### src/mshrp_pkg.sv
// Constants, field positions and carrier types of the serial HID register port.
// Assumes a single 100 MHz clock domain in every module that imports it.
package mshrp_pkg;

   // ************************************************************
   // Bus address and register offsets
   // ************************************************************
   localparam logic [6:0] SLAVE_ADDR = 7'h38;    // Fixed 7-bit slave address.
   localparam logic [3:0] OFS_IN0 = 4'h0;        // Input report byte 0.
   localparam logic [3:0] OFS_IN3 = 4'h3;        // Input report byte 3.
   localparam logic [3:0] OFS_OUT0 = 4'h4;       // Output report byte 0.
   localparam logic [3:0] OFS_OUT1 = 4'h5;       // Output report byte 1.
   localparam logic [3:0] OFS_OUT2 = 4'h6;       // Output report byte 2.
   localparam logic [3:0] OFS_OUT3 = 4'h7;       // Output report byte 3.
   localparam logic [3:0] OFS_CLKSEL = 4'h8;     // Controller clock select.
   localparam logic [3:0] OFS_ROMLO = 4'h9;      // Rom word low byte.
   localparam logic [3:0] OFS_ROMHI = 4'ha;      // Rom word high byte.
   localparam logic [3:0] OFS_ROMCTL = 4'hb;     // Rom access control.

   // ************************************************************
   // Field positions and reset values
   // ************************************************************
   localparam int IN0_MODE_HI = 7;               // Mode field top bit of input byte 0.
   localparam int IN0_MODE_LO = 6;               // Mode field low bit.
   localparam logic [1:0] MODE_MIRROR = 2'h2;    // Mode value that mirrors into indirect registers.
   localparam logic [7:0] BTN_MASK = 8'h0f;      // Button bits of input byte 0.
   localparam logic [7:0] CLKSEL_MASK = 8'h30;   // Writable clock select bits 5:4.
   localparam int ROM_GO_BIT = 7;                // Start and pending bit.
   localparam int ROM_DIR_BIT = 6;               // Direction bit, 1 writes.
   localparam logic [7:0] RESET_BYTE = 8'h00;    // Reset value of every register.
   localparam logic [7:0] OUT0_MAPPED = 8'hc0; // Output byte 0 image while mapping is on.

   // ************************************************************
   // Carrier types
   // ************************************************************
   typedef struct packed
   {
      logic start; // START or repeated START seen.
      logic stop; // STOP seen.
      logic rise; // Clock rising edge.
      logic fall; // Clock falling edge.
      logic sda; // Synchronised data level.
   } mshrp_line_t;

   typedef struct packed
   {
      logic valid; // One-cycle request pulse.
      logic write; // 1 writes, 0 reads.
      logic [3:0] addr; // Register index.
      logic [7:0] data; // Write data.
   } mshrp_req_t;

   typedef enum logic [2:0]
   {
      ST_IDLE = 3'b000,
      ST_RX = 3'b001,
      ST_RX_ACK = 3'b010,
      ST_TX = 3'b011,
      ST_TX_ACK = 3'b100
   } mshrp_state_t;

endpackage

### src/mshrp_line_sync.sv
// Synchroniser and condition detector for the two-wire pins.
// Assumes both pins are asynchronous to ref_clk.
`timescale 1ns/1ps
module mshrp_line_sync
   import mshrp_pkg::*;
(
   // Clock and reset.
   input wire logic ref_clk,
   input wire logic rst_n,
   // Raw pins.
   input wire logic scl_in,
   input wire logic sda_in,
   // Decoded line events.
   output mshrp_line_t line
);

   // ************************************************************
   // Two-stage synchronisers and one history stage
   // ************************************************************
   logic [1:0] scl_meta, next_scl_meta;  // First and second stages of clock.
   logic [1:0] sda_meta, next_sda_meta;  // First and second stages of data.
   logic scl_d, sda_d;                   // Previous synchronised levels.
   mshrp_line_t next_line;               // Next decoded events.

   // Computes the next synchroniser state and the events from stage two and the history stage.
   always_comb
   begin
      next_scl_meta = {scl_meta[0], scl_in};
      next_sda_meta = {sda_meta[0], sda_in};
      next_line.sda = sda_meta[1];
      next_line.rise = scl_meta[1] & ~scl_d;
      next_line.fall = ~scl_meta[1] & scl_d;
      next_line.start = scl_meta[1] & scl_d & sda_d & ~sda_meta[1];
      next_line.stop = scl_meta[1] & scl_d & ~sda_d & sda_meta[1];
   end

   // Registers the synchroniser, history and events; idle bus reads high.
   always_ff @(posedge ref_clk)
   begin
      if (!rst_n)
      begin
         scl_meta <= 2'h3;
         sda_meta <= 2'h3;
         scl_d <= 1'b1;
         sda_d <= 1'b1;
         line <= '0;
      end
      else
      begin
         scl_meta <= next_scl_meta;
         sda_meta <= next_sda_meta;
         scl_d <= scl_meta[1];
         sda_d <= sda_meta[1];
         line <= next_line;
      end
   end

endmodule

### src/mshrp_port.sv
// Two-wire slave register port with HID report and rom access registers.
// Assumes the master drives the clock and the wire pulls data high when released.
// Behaviour
// Answers only slave address 0111000 plus direction.
// Slave only, oversampled well beyond 400 kbps.
// Transactions open at START, end STOP/repeated START.
// Data sampled while clock high; edges detect conditions.
// Acknowledge bit follows every eight data bits.
// Master ends with STOP/START after negative acknowledge.
// Clock input only; data driven open-drain.
// Device always acknowledges its address byte.
// First write byte sets pointer, then auto-increment.
// Reads return current pointer, then increment.
// Master reads with pointer write then read.
// Master writes ideally start at pointer zero.
// Master write sends four-byte report upstream.
// Button change or new data resends report.
// Master spaces writes beyond one polling interval.
// Set Output Report loads output report bytes.
// Input byte 0 bits 3:0 show buttons only.
// Output bytes 1-3 read-only; mapped when bit 7.
// Clock select bits 5:4 choose controller clock.
// Start bit self-clears, reads pending, zero ignored.
// Bit 6 direction, bits 5:0 rom word address.
// Two data bytes hold rom word.
// Interrupt on output report update, cleared by read.
// Interrupt on rom completion, cleared by read.
// Mode 2 mirrors input bytes into indirect registers.
// Other addresses ignored, data released until START.
`timescale 1ns/1ps
module mshrp_port
   import mshrp_pkg::*;
(
   // Clock and reset.
   input wire logic ref_clk,
   input wire logic rst_n,
   // Two-wire pins; the clock is an input only.
   input wire logic serial_clk_in,
   input wire logic serial_data_io_in,
   output logic serial_data_io_out,
   output logic serial_data_io_oe,
   // Controller interrupt.
   output logic controller_irq_out,
   // Buttons, levels from the pins.
   input wire logic [3:0] button_in,
   // Upstream report to the USB side.
   output logic report_send,
   output logic [31:0] report_data,
   // Set Output Report from the USB side.
   input wire logic host_out_load,
   input wire logic [31:0] host_out_data,
   // Rom engine handshake.
   output logic rom_start,
   output logic rom_write,
   output logic [5:0] rom_addr,
   output logic [15:0] rom_wdata,
   input wire logic rom_done,
   input wire logic [15:0] rom_rdata,
   // Selected controller clock code.
   output logic [1:0] controller_clock_code
);

   // ************************************************************
   // Declarations
   // ************************************************************
   mshrp_line_t line;                         // Decoded pin events.
   mshrp_state_t state, next_state;           // Bit engine state.
   logic [3:0] bit_cnt, next_bit_cnt;         // Bits done in the byte.
   logic [7:0] shreg, next_shreg;             // Shift register.
   logic first, next_first;                   // Address byte pending.
   logic ptr_phase, next_ptr_phase;           // Next write byte is the pointer.
   logic [3:0] ptr, next_ptr;                 // Register pointer.
   logic drive_low, next_drive_low;           // Holds data low.
   logic master_ack;                          // Sampled master acknowledge.
   logic [7:0] in_rpt [4];                    // Input report bytes.
   logic [7:0] next_in_rpt [4];
   logic [7:0] out_rpt [4];                   // Host programmed output bytes.
   logic [7:0] next_out_rpt [4];
   logic [7:0] controller_clock_select, next_controller_clock_select;
   logic [7:0] rom_word_low, next_rom_word_low;
   logic [7:0] rom_word_high, next_rom_word_high;
   logic [7:0] rom_access_control, next_rom_access_control;
   logic pending, next_pending;               // Rom access in flight.
   logic irq, next_irq;                       // Interrupt level.
   logic [3:0] out_read, next_out_read;       // Output bytes read since raise.
   logic [3:0] btn_s1, btn_s2, btn_d;         // Button synchroniser and history.
   logic next_send;                           // Report send pulse.
   logic [7:0] rd_byte;                       // Byte at the pointer.
   logic wr_en;                               // Register write strobe.
   logic rd_en;                               // Register read strobe.
   logic [7:0] wr_data;                       // Register write data.
   logic map_on;                              // Output mapping active.

   // Pin synchroniser and condition detector.
   mshrp_line_sync u_sync
   (
      .ref_clk(ref_clk),
      .rst_n(rst_n),
      .scl_in(serial_clk_in),
      .sda_in(serial_data_io_in),
      .line(line)
   );

   // ************************************************************
   // Register read view
   // ************************************************************
   assign map_on = in_rpt[0][IN0_MODE_HI];
   assign master_ack = ~line.sda;

   // Selects the byte at the pointer, with mapping of the output bytes.
   always_comb
   begin
      unique case (ptr)
         OFS_IN0: rd_byte = in_rpt[0];
         4'h1: rd_byte = in_rpt[1];
         4'h2: rd_byte = in_rpt[2];
         OFS_IN3: rd_byte = in_rpt[3];
         OFS_OUT0: rd_byte = map_on ? (OUT0_MAPPED | (controller_clock_select & CLKSEL_MASK)) : out_rpt[0];
         OFS_OUT1: rd_byte = map_on ? rom_word_low : out_rpt[1];
         OFS_OUT2: rd_byte = map_on ? rom_word_high : out_rpt[2];
         OFS_OUT3: rd_byte = map_on ? {pending, rom_access_control[6:0]} : out_rpt[3];
         OFS_CLKSEL: rd_byte = controller_clock_select;
         OFS_ROMLO: rd_byte = rom_word_low;
         OFS_ROMHI: rd_byte = rom_word_high;
         OFS_ROMCTL: rd_byte = {pending, rom_access_control[6:0]};
         default: rd_byte = RESET_BYTE;
      endcase
   end

   // ************************************************************
   // Bit engine
   // ************************************************************
   // Walks address, data and acknowledge bits on clock edges.
   always_comb
   begin
      next_state = state;
      next_bit_cnt = bit_cnt;
      next_shreg = shreg;
      next_first = first;
      next_ptr_phase = ptr_phase;
      next_ptr = ptr;
      next_drive_low = drive_low;
      wr_en = 1'b0;
      rd_en = 1'b0;
      wr_data = shreg;
      if (line.start)
      begin
         // Any START, repeated or not, restarts address reception.
         next_state = ST_RX;
         next_bit_cnt = 4'h0;
         next_first = 1'b1;
         next_drive_low = 1'b0;
      end
      else if (line.stop)
      begin
         next_state = ST_IDLE;
         next_drive_low = 1'b0;
      end
      else
      begin
         unique case (state)
            ST_IDLE:
            begin
               next_drive_low = 1'b0;
            end
            ST_RX:
            begin
               if (line.rise)
               begin
                  next_shreg = {shreg[6:0], line.sda};
                  next_bit_cnt = bit_cnt + 4'h1;
               end
               else if (line.fall && bit_cnt == 4'h8)
               begin
                  if (first && shreg[7:1] != SLAVE_ADDR)
                  begin
                     next_state = ST_IDLE;
                  end
                  else
                  begin
                     next_state = ST_RX_ACK;
                     next_drive_low = 1'b1;
                  end
               end
            end
            ST_RX_ACK:
            begin
               if (line.fall)
               begin
                  next_bit_cnt = 4'h0;
                  if (first)
                  begin
                     next_first = 1'b0;
                     next_ptr_phase = ~shreg[0];
                     if (shreg[0])
                     begin
                        // Read: present the byte at the pointer.
                        next_state = ST_TX;
                        next_shreg = rd_byte;
                        next_drive_low = ~rd_byte[7];
                        rd_en = 1'b1;
                     end
                     else
                     begin
                        next_state = ST_RX;
                        next_drive_low = 1'b0;
                     end
                  end
                  else
                  begin
                     next_state = ST_RX;
                     next_drive_low = 1'b0;
                     if (ptr_phase)
                     begin
                        next_ptr = shreg[3:0];
                        next_ptr_phase = 1'b0;
                     end
                     else
                     begin
                        wr_en = 1'b1;
                        next_ptr = ptr + 4'h1;
                     end
                  end
               end
            end
            ST_TX:
            begin
               if (line.fall)
               begin
                  next_bit_cnt = bit_cnt + 4'h1;
                  if (bit_cnt == 4'h7)
                  begin
                     next_state = ST_TX_ACK;
                     next_drive_low = 1'b0;
                     next_ptr = ptr + 4'h1;
                  end
                  else
                  begin
                     next_shreg = {shreg[6:0], 1'b0};
                     next_drive_low = ~shreg[6];
                  end
               end
            end
            ST_TX_ACK:
            begin
               if (line.rise)
               begin
                  next_first = master_ack;
               end
               else if (line.fall)
               begin
                  next_bit_cnt = 4'h0;
                  if (first)
                  begin
                     next_state = ST_TX;
                     next_shreg = rd_byte;
                     next_drive_low = ~rd_byte[7];
                     rd_en = 1'b1;
                     next_first = 1'b0;
                  end
                  else
                  begin
                     next_state = ST_IDLE;
                  end
               end
            end
            default:
            begin
               next_state = ST_IDLE;
            end
         endcase
      end
   end

   // ************************************************************
   // Register file and events
   // ************************************************************
   // Applies master writes, host loads, rom completion and interrupt.
   always_comb
   begin
      next_in_rpt = in_rpt;
      next_out_rpt = out_rpt;
      next_controller_clock_select = controller_clock_select;
      next_rom_word_low = rom_word_low;
      next_rom_word_high = rom_word_high;
      next_rom_access_control = rom_access_control;
      next_pending = pending;
      next_irq = irq;
      next_out_read = out_read;
      next_send = 1'b0;
      next_in_rpt[0] = (in_rpt[0] & ~BTN_MASK) | {4'h0, btn_s2};
      if (btn_s2 != btn_d)
      begin
         next_send = 1'b1;
      end
      if (wr_en)
      begin
         next_send = 1'b1;
         unique case (ptr)
            OFS_IN0: next_in_rpt[0] = (wr_data & ~BTN_MASK) | {4'h0, btn_s2};
            4'h1: next_in_rpt[1] = wr_data;
            4'h2: next_in_rpt[2] = wr_data;
            OFS_IN3: next_in_rpt[3] = wr_data;
            OFS_CLKSEL: next_controller_clock_select = wr_data & CLKSEL_MASK;
            OFS_ROMLO: next_rom_word_low = wr_data;
            OFS_ROMHI: next_rom_word_high = wr_data;
            OFS_ROMCTL: next_rom_access_control = wr_data;
            default: next_send = 1'b1;
         endcase
         if (next_in_rpt[0][IN0_MODE_HI:IN0_MODE_LO] == MODE_MIRROR)
         begin
            unique case (ptr)
               OFS_IN0: next_controller_clock_select = wr_data & CLKSEL_MASK;
               4'h1: next_rom_word_low = wr_data;
               4'h2: next_rom_word_high = wr_data;
               OFS_IN3: next_rom_access_control = wr_data;
               default: next_send = 1'b1;
            endcase
         end
      end
      if (host_out_load)
      begin
         for (int i = 0; i < 4; i++)
         begin
            next_out_rpt[i] = host_out_data[8*i +: 8];
         end
      end
      // Completion first, then the self-clearing start, so a start wins a tie.
      if (rom_done && pending)
      begin
         next_pending = 1'b0;
         if (!rom_access_control[ROM_DIR_BIT])
         begin
            {next_rom_word_high, next_rom_word_low} = rom_rdata;
         end
      end
      if (rom_access_control[ROM_GO_BIT])
      begin
         next_rom_access_control[ROM_GO_BIT] = 1'b0;
         next_pending = 1'b1;
      end
      // Read tracking: all four output bytes read clears the interrupt.
      if (rd_en && ptr >= OFS_OUT0 && ptr <= OFS_OUT3)
      begin
         next_out_read[ptr[1:0]] = 1'b1;
      end
      if (out_read == 4'hf)
      begin
         next_irq = 1'b0;
         next_out_read = 4'h0;
      end
      // Raising events win over the read clear.
      if (host_out_load || (rom_done && pending))
      begin
         next_irq = 1'b1;
         next_out_read = 4'h0;
      end
   end

   // Registers engine and register file state.
   always_ff @(posedge ref_clk)
   begin
      if (!rst_n)
      begin
         state <= ST_IDLE;
         bit_cnt <= 4'h0;
         shreg <= 8'h00;
         first <= 1'b0;
         ptr_phase <= 1'b0;
         ptr <= 4'h0;
         drive_low <= 1'b0;
         in_rpt <= '{default: 8'h00};
         out_rpt <= '{default: 8'h00};
         controller_clock_select <= 8'h00;
         rom_word_low <= 8'h00;
         rom_word_high <= 8'h00;
         rom_access_control <= 8'h00;
         pending <= 1'b0;
         irq <= 1'b0;
         out_read <= 4'h0;
         btn_s1 <= 4'h0;
         btn_s2 <= 4'h0;
         btn_d <= 4'h0;
         report_send <= 1'b0;
      end
      else
      begin
         state <= next_state;
         bit_cnt <= next_bit_cnt;
         shreg <= next_shreg;
         first <= next_first;
         ptr_phase <= next_ptr_phase;
         ptr <= next_ptr;
         drive_low <= next_drive_low;
         in_rpt <= next_in_rpt;
         out_rpt <= next_out_rpt;
         controller_clock_select <= next_controller_clock_select;
         rom_word_low <= next_rom_word_low;
         rom_word_high <= next_rom_word_high;
         rom_access_control <= next_rom_access_control;
         pending <= next_pending;
         irq <= next_irq;
         out_read <= next_out_read;
         btn_s1 <= button_in;
         btn_s2 <= btn_s1;
         btn_d <= btn_s2;
         report_send <= next_send;
      end
   end

   // ************************************************************
   // Outputs
   // ************************************************************
   assign serial_data_io_out = 1'b0;
   assign serial_data_io_oe = drive_low;
   assign controller_irq_out = irq;
   assign report_data = {in_rpt[3], in_rpt[2], in_rpt[1], in_rpt[0]};
   assign rom_start = rom_access_control[ROM_GO_BIT];
   assign rom_write = rom_access_control[ROM_DIR_BIT];
   assign rom_addr = rom_access_control[5:0];
   assign rom_wdata = {rom_word_high, rom_word_low};
   assign controller_clock_code = controller_clock_select[5:4];

endmodule

### config.mk
export PLATFORM = sky130hd
export DESIGN_NAME = mshrp_port
export DESIGN_NICKNAME = d
export VERILOG_FILES = /design/src/mshrp_pkg.sv /design/src/mshrp_line_sync.sv /design/src/mshrp_port.sv
export SDC_FILE = /design/constraint.sdc
export NUM_CORES = 1
export LEC_CHECK = 0
export CAP_MARGIN = 25
export CORE_MARGIN = 4
export CORE_UTILIZATION = 55
export CTS_CLUSTER_SIZE = 10
export DETAILED_ROUTE_END_ITERATION = 10
export DONT_BUFFER_PORTS = 1
export PLACE_DENSITY = 0.7
export SLEW_MARGIN = 0
export SYNTH_ARGS = -nofsm -noshare
export SYNTH_HDL_FRONTEND = slang
export SYNTH_HIERARCHICAL = 1
export SYNTH_SLANG_ARGS = --single-unit
### constraint.sdc
create_clock -name ref_clk -period 2.5 [get_ports ref_clk]
set_clock_uncertainty 0.15 [all_clocks]
set_input_delay 0.5 -clock ref_clk [delete_from_list [all_inputs] [get_ports ref_clk]]
set_output_delay 0.5 -clock ref_clk [all_outputs]
set_load 0.1 [all_outputs]
==> results by stage <==
CTS:
- In this run the deepest clock path goes through 2 buffers.
- The clock sink total is 144.
- TritonCTS built the clock tree.
- The number of CTS-inserted buffers is 17.
- The H-tree level count is 4.
- For the worst-skew pair, the clock arrives at the later sink with an insertion delay of 0.43 ns.
- The root buffer cell chosen for the clock tree is clkbuf_16.
- The clock-pin transition on the worst setup and hold timing paths is 0.06 ns.

Routing:
- Once detail routing completed, the nets flagged for antenna violations numbered 0.
- The per-cell routed wire length is 20.4 um.
- For this run, the detailed router's first-pass iteration total came to 6.
- The detailed router placed 6268 vias in this run.
- The overall routed net length is 21.2 mm.
- The average via count per standard cell is 6.04.
- For this run, design rule violations remaining after detail routing come to 0.
- For this block, the initial DRC count from the detailed router was 829.

Yosys:
- In this run, synthesis produced a sequential element count of 144.
- For this run, the register share of the synthesized area comes to 0.410.
- The distinct cell type count after synthesis is 73.
- The warning count from the yosys run is 6.
- Among all flip-flop cells after synthesis, the most frequent one is dfxtp_1.
- The share of synthesized area in the top cell type comes to 0.410.
- A synthesized cell averages 8.91 um^2.
- Sorting the synthesized cells by area gives the leading types as dfxtp_1, mux2i_1, nor2b_1.
- Summed over all instances, the cell type with the most area after synthesis is dfxtp_1.
- The cell area that synthesis handed to floorplanning was 0.00703 mm^2.
- The instance count of the mapped netlist is 789.
- By count the netlist is led by dfxtp_1, nand2_1, mux2i_1.
- The share of async-settable or async-resettable flops after synthesis is 0.
- The most numerous cell in the Yosys netlist is dfxtp_1.
- Counting every net in the synthesized netlist gives 854.
- In this run, synthesis inferred 0 flip-flops with an integrated enable.

Worst hold path:
- The min-delay analysis places its worst path in the category primary input to flop.
- The worst hold path depth is 1.

Global routing:
- The number of global-route vias before repair is 6187.
- After global routing the overflow that remains totals 0.
- The first global-routing pass estimated 33.3 mm of wire.
- The pin count of the biggest net entering global routing is 131.
- The initial antenna violation count was 0.
- The total routing resource utilization after global routing is 0.292.

Pwr:
- Of the total power, the share spent switching nets is 0.221.
- After layout, the design draws a total of 5.38 mW.
- The total power divided by cell area is 631 mW/mm^2.
- The internal power is 4.19 mW.
- The combinational share of power is 0.049.
- The net switching power of the design is 1.19 mW.
- The share of total power dissipated in the clock network is 0.507.
- Summed over all cells, the static leakage comes to 3.19 nW.
- The share of total power dissipated in sequential elements is 0.444.
- The peak ir drop on the vdd network is 0.625 mV.

Floorplan:
- The vertical die dimension is 121 um.
- The die covers 0.0147 mm^2.
- The die width is 121 um.
- In this run the standard cell core region covers 0.0126 mm^2.
- For this design the top-level I/O count stands at 120.
- The standard-cell row count is 41.
- For this configuration, the core starts out at a cell density of 0.559.

Worst setup path:
- The slowest stage of the critical path is the a221oi_1 cell.
- The critical path launch point type is a flop.
- In this design, the stage delay of the slowest critical-path cell is 0.36 ns.
- The startpoint of the most critical register-to-register path is ptr[0].
- Following the worst setup path forward leads to its endpoint at serial_data_io_oe.
- Data arrives at the worst endpoint at 2.61 ns.
- For the worst setup path, the data required time is 2.70 ns.
- In this run the critical register-to-register path is captured at serial_data_io_oe.
- The most common cell type on the critical path is a221oi_1.
- The worst setup path is captured at a flop.
- The launch point of the worst path is ptr[0].
- The number of cells traversed by the worst register-to-register path is 9.
- The critical path goes through inv_1 -> buf_4 -> ha_1 -> buf_12 -> a221oi_1 -> nor3b_1 -> a311oi_2 -> a221oi_1 -> o22ai_1.
- The maximum fanout along the worst path is 23.
- The setup slack of the most critical reg-to-reg path is 0.09 ns.
- The critical path class is flop to flop.

Placed design:
- Port buffering added 0 buffers.
- In this run the cell area measured after placement is 0.00784 mm^2.
- The congestion estimate from routability-driven global placement came to 0.887.
- The detailed-placement wirelength estimate is 14.8 mm.

Timing:
- The maximum frequency from static timing analysis is 415 MHz.
- Setup violations remaining at the end of the flow were counted as 0.
- The final worst-path cycle share is 0.964.
- The slew at the pin closest to its max-slew limit is 0.663 ns.
- The summed negative setup slack over all endpoints is 0 ns.
- The smallest clock period supported by the final layout is computed as 2.41 ns.
- Headroom to the max-slew limit came out at 0.558.
- The final hold violation count came to 0.
- The max-slew violation total from the final report is 0.

Layout:
- Registers take 0.00288 mm^2.
- The final core utilization is 0.679.
- The number of antenna repair diodes is 0.
- Compared with the post-synthesis result, the final layout area differs by 21.4%.
- In the final layout, the multi-input gates occupy 0.00385 mm^2.
- The post-route cell area is 0.00853 mm^2.
- The net total in the final layout is 917.
- In the final layout, the share of cells above drive strength 1 is 0.194.
- The layout has 993 filler cells.

Flow run:
- The number of maximum-capacitance violations is 0.

Run status:
- The run finished with clean final reports.
## stage by stage
stage          instances  worst slack (ns)  hold WS [ns]
6_report            1037            0.0900        0.0133
2_1_floorplan        789             0.122         0.235
3_3_place_gp        1000            -0.257         0.239
3_5_place_dp        1002           -0.0717         0.244
5_1_grt             1037           -0.0107      0.000975
4_1_cts             1035            0.0235       0.00463
## cell usage in the layout, fill, tap and decap left out, types with 5 or more instances in the layout
master	count
a21boi_0	21
a21boi_1	14
a21o_1	8
a21oi_1	51
a221oi_1	6
a222oi_1	7
a22oi_1	19
a31oi_1	10
and2_1	19
buf_4	109
clkbuf_16	17
dfxtp_1	143
ha_1	6
inv_1	10
mux2_2	5
mux2i_1	62
nand2_1	66
nand2b_1	13
nand3_1	40
nand3b_1	9
nor2_1	18
nor2b_1	57
o21ai_0	40
## critical path: cells and delay by family, from the launching register on
family	cells	cell delay, ns
AO/OA/AOI/OAI	4	1.03
adder cells (fa/ha/maj)	1	0.29
buffers and inverters	3	0.41
flip-flops	1	0.33
AND/OR/NAND/NOR	1	0.12
## what timing repair did
| action | CTS | global route |
|---|---|---|
| endpoints found under the setup margin | 6 | 14 |
| gates resized for setup | 2 | 3 |
| hold endpoints to repair | 1 | 0 |
| hold buffers | 1 | 0 |
| pin swaps | 0 | 3 |
| buffers inserted | 0 | 2 |
## per-layer routing
| metal | track usage | wire length (um) | vias up | part of all wire |
|---|---|---|---|---|
| met5 | 0 | 0 | - | 0 |
| met4 | 0.103 | 412 | 0 | 0.019 |
| met3 | 0.0914 | 1990 | 33 | 0.094 |
| met2 | 0.448 | 9650 | 277 | 0.46 |
| met1 | 0.387 | 9120 | 2998 | 0.43 |
| li1 | - | - | 2960 | - |
## worst min-delay path by stage
stage / from / to / slack, ns
3_5_place_dp: u_sync/scl_meta[0] / u_sync/scl_meta[1] / 0.24
4_1_cts: serial_clk_in / u_sync/scl_meta[0] / 0.005
5_1_grt: serial_clk_in / u_sync/scl_meta[0] / 0.001
6_report: serial_clk_in / u_sync/scl_meta[0] / 0.01
2_1_floorplan: u_sync/scl_meta[0] / u_sync/scl_meta[1] / 0.23
3_3_place_gp: u_sync/sda_meta[0] / u_sync/sda_meta[1] / 0.24
## flip-flops by register name, indices dropped and copies added, names as in the netlist, 5 cells and up
register,count
controller_clock_select,8
out_rpt,32
report_data,32
rom_access_control,8
rom_word_high,8
rom_word_low,8
shreg,8
u_sync/line,5
## cell families after synthesis
kind of cell,Yosys count,synth area share
simple gates,265,0.215
other cells,1,0.000534
buf+inv,80,0.0486
compound gates,221,0.212
xor+xnor,4,0.00498
fa+ha+maj,7,0.0125
mux,67,0.0963
flops,144,0.410
## cell type report
type	instances	area share
clock buffer	20	0.0535
clock inverter	12	0.0213
inverter	10	0.00440
multi-input combinational	565	0.451
sequential	144	0.338
tap	172	0.0252
timing repair buffer	114	0.106
## power groups by stage
stage	Sequential, mW	Clock (mW)	Combinational [mW]
after global placement	2.43	0	0.252
after floorplan	2.46	0	0.195
after detailed placement	2.44	0	0.258
after CTS	2.39	2.76	0.262
final	2.39	2.73	0.263
after global routing	2.39	2.87	0.284
No activity file was read; power rests on OpenSTA's default activity.
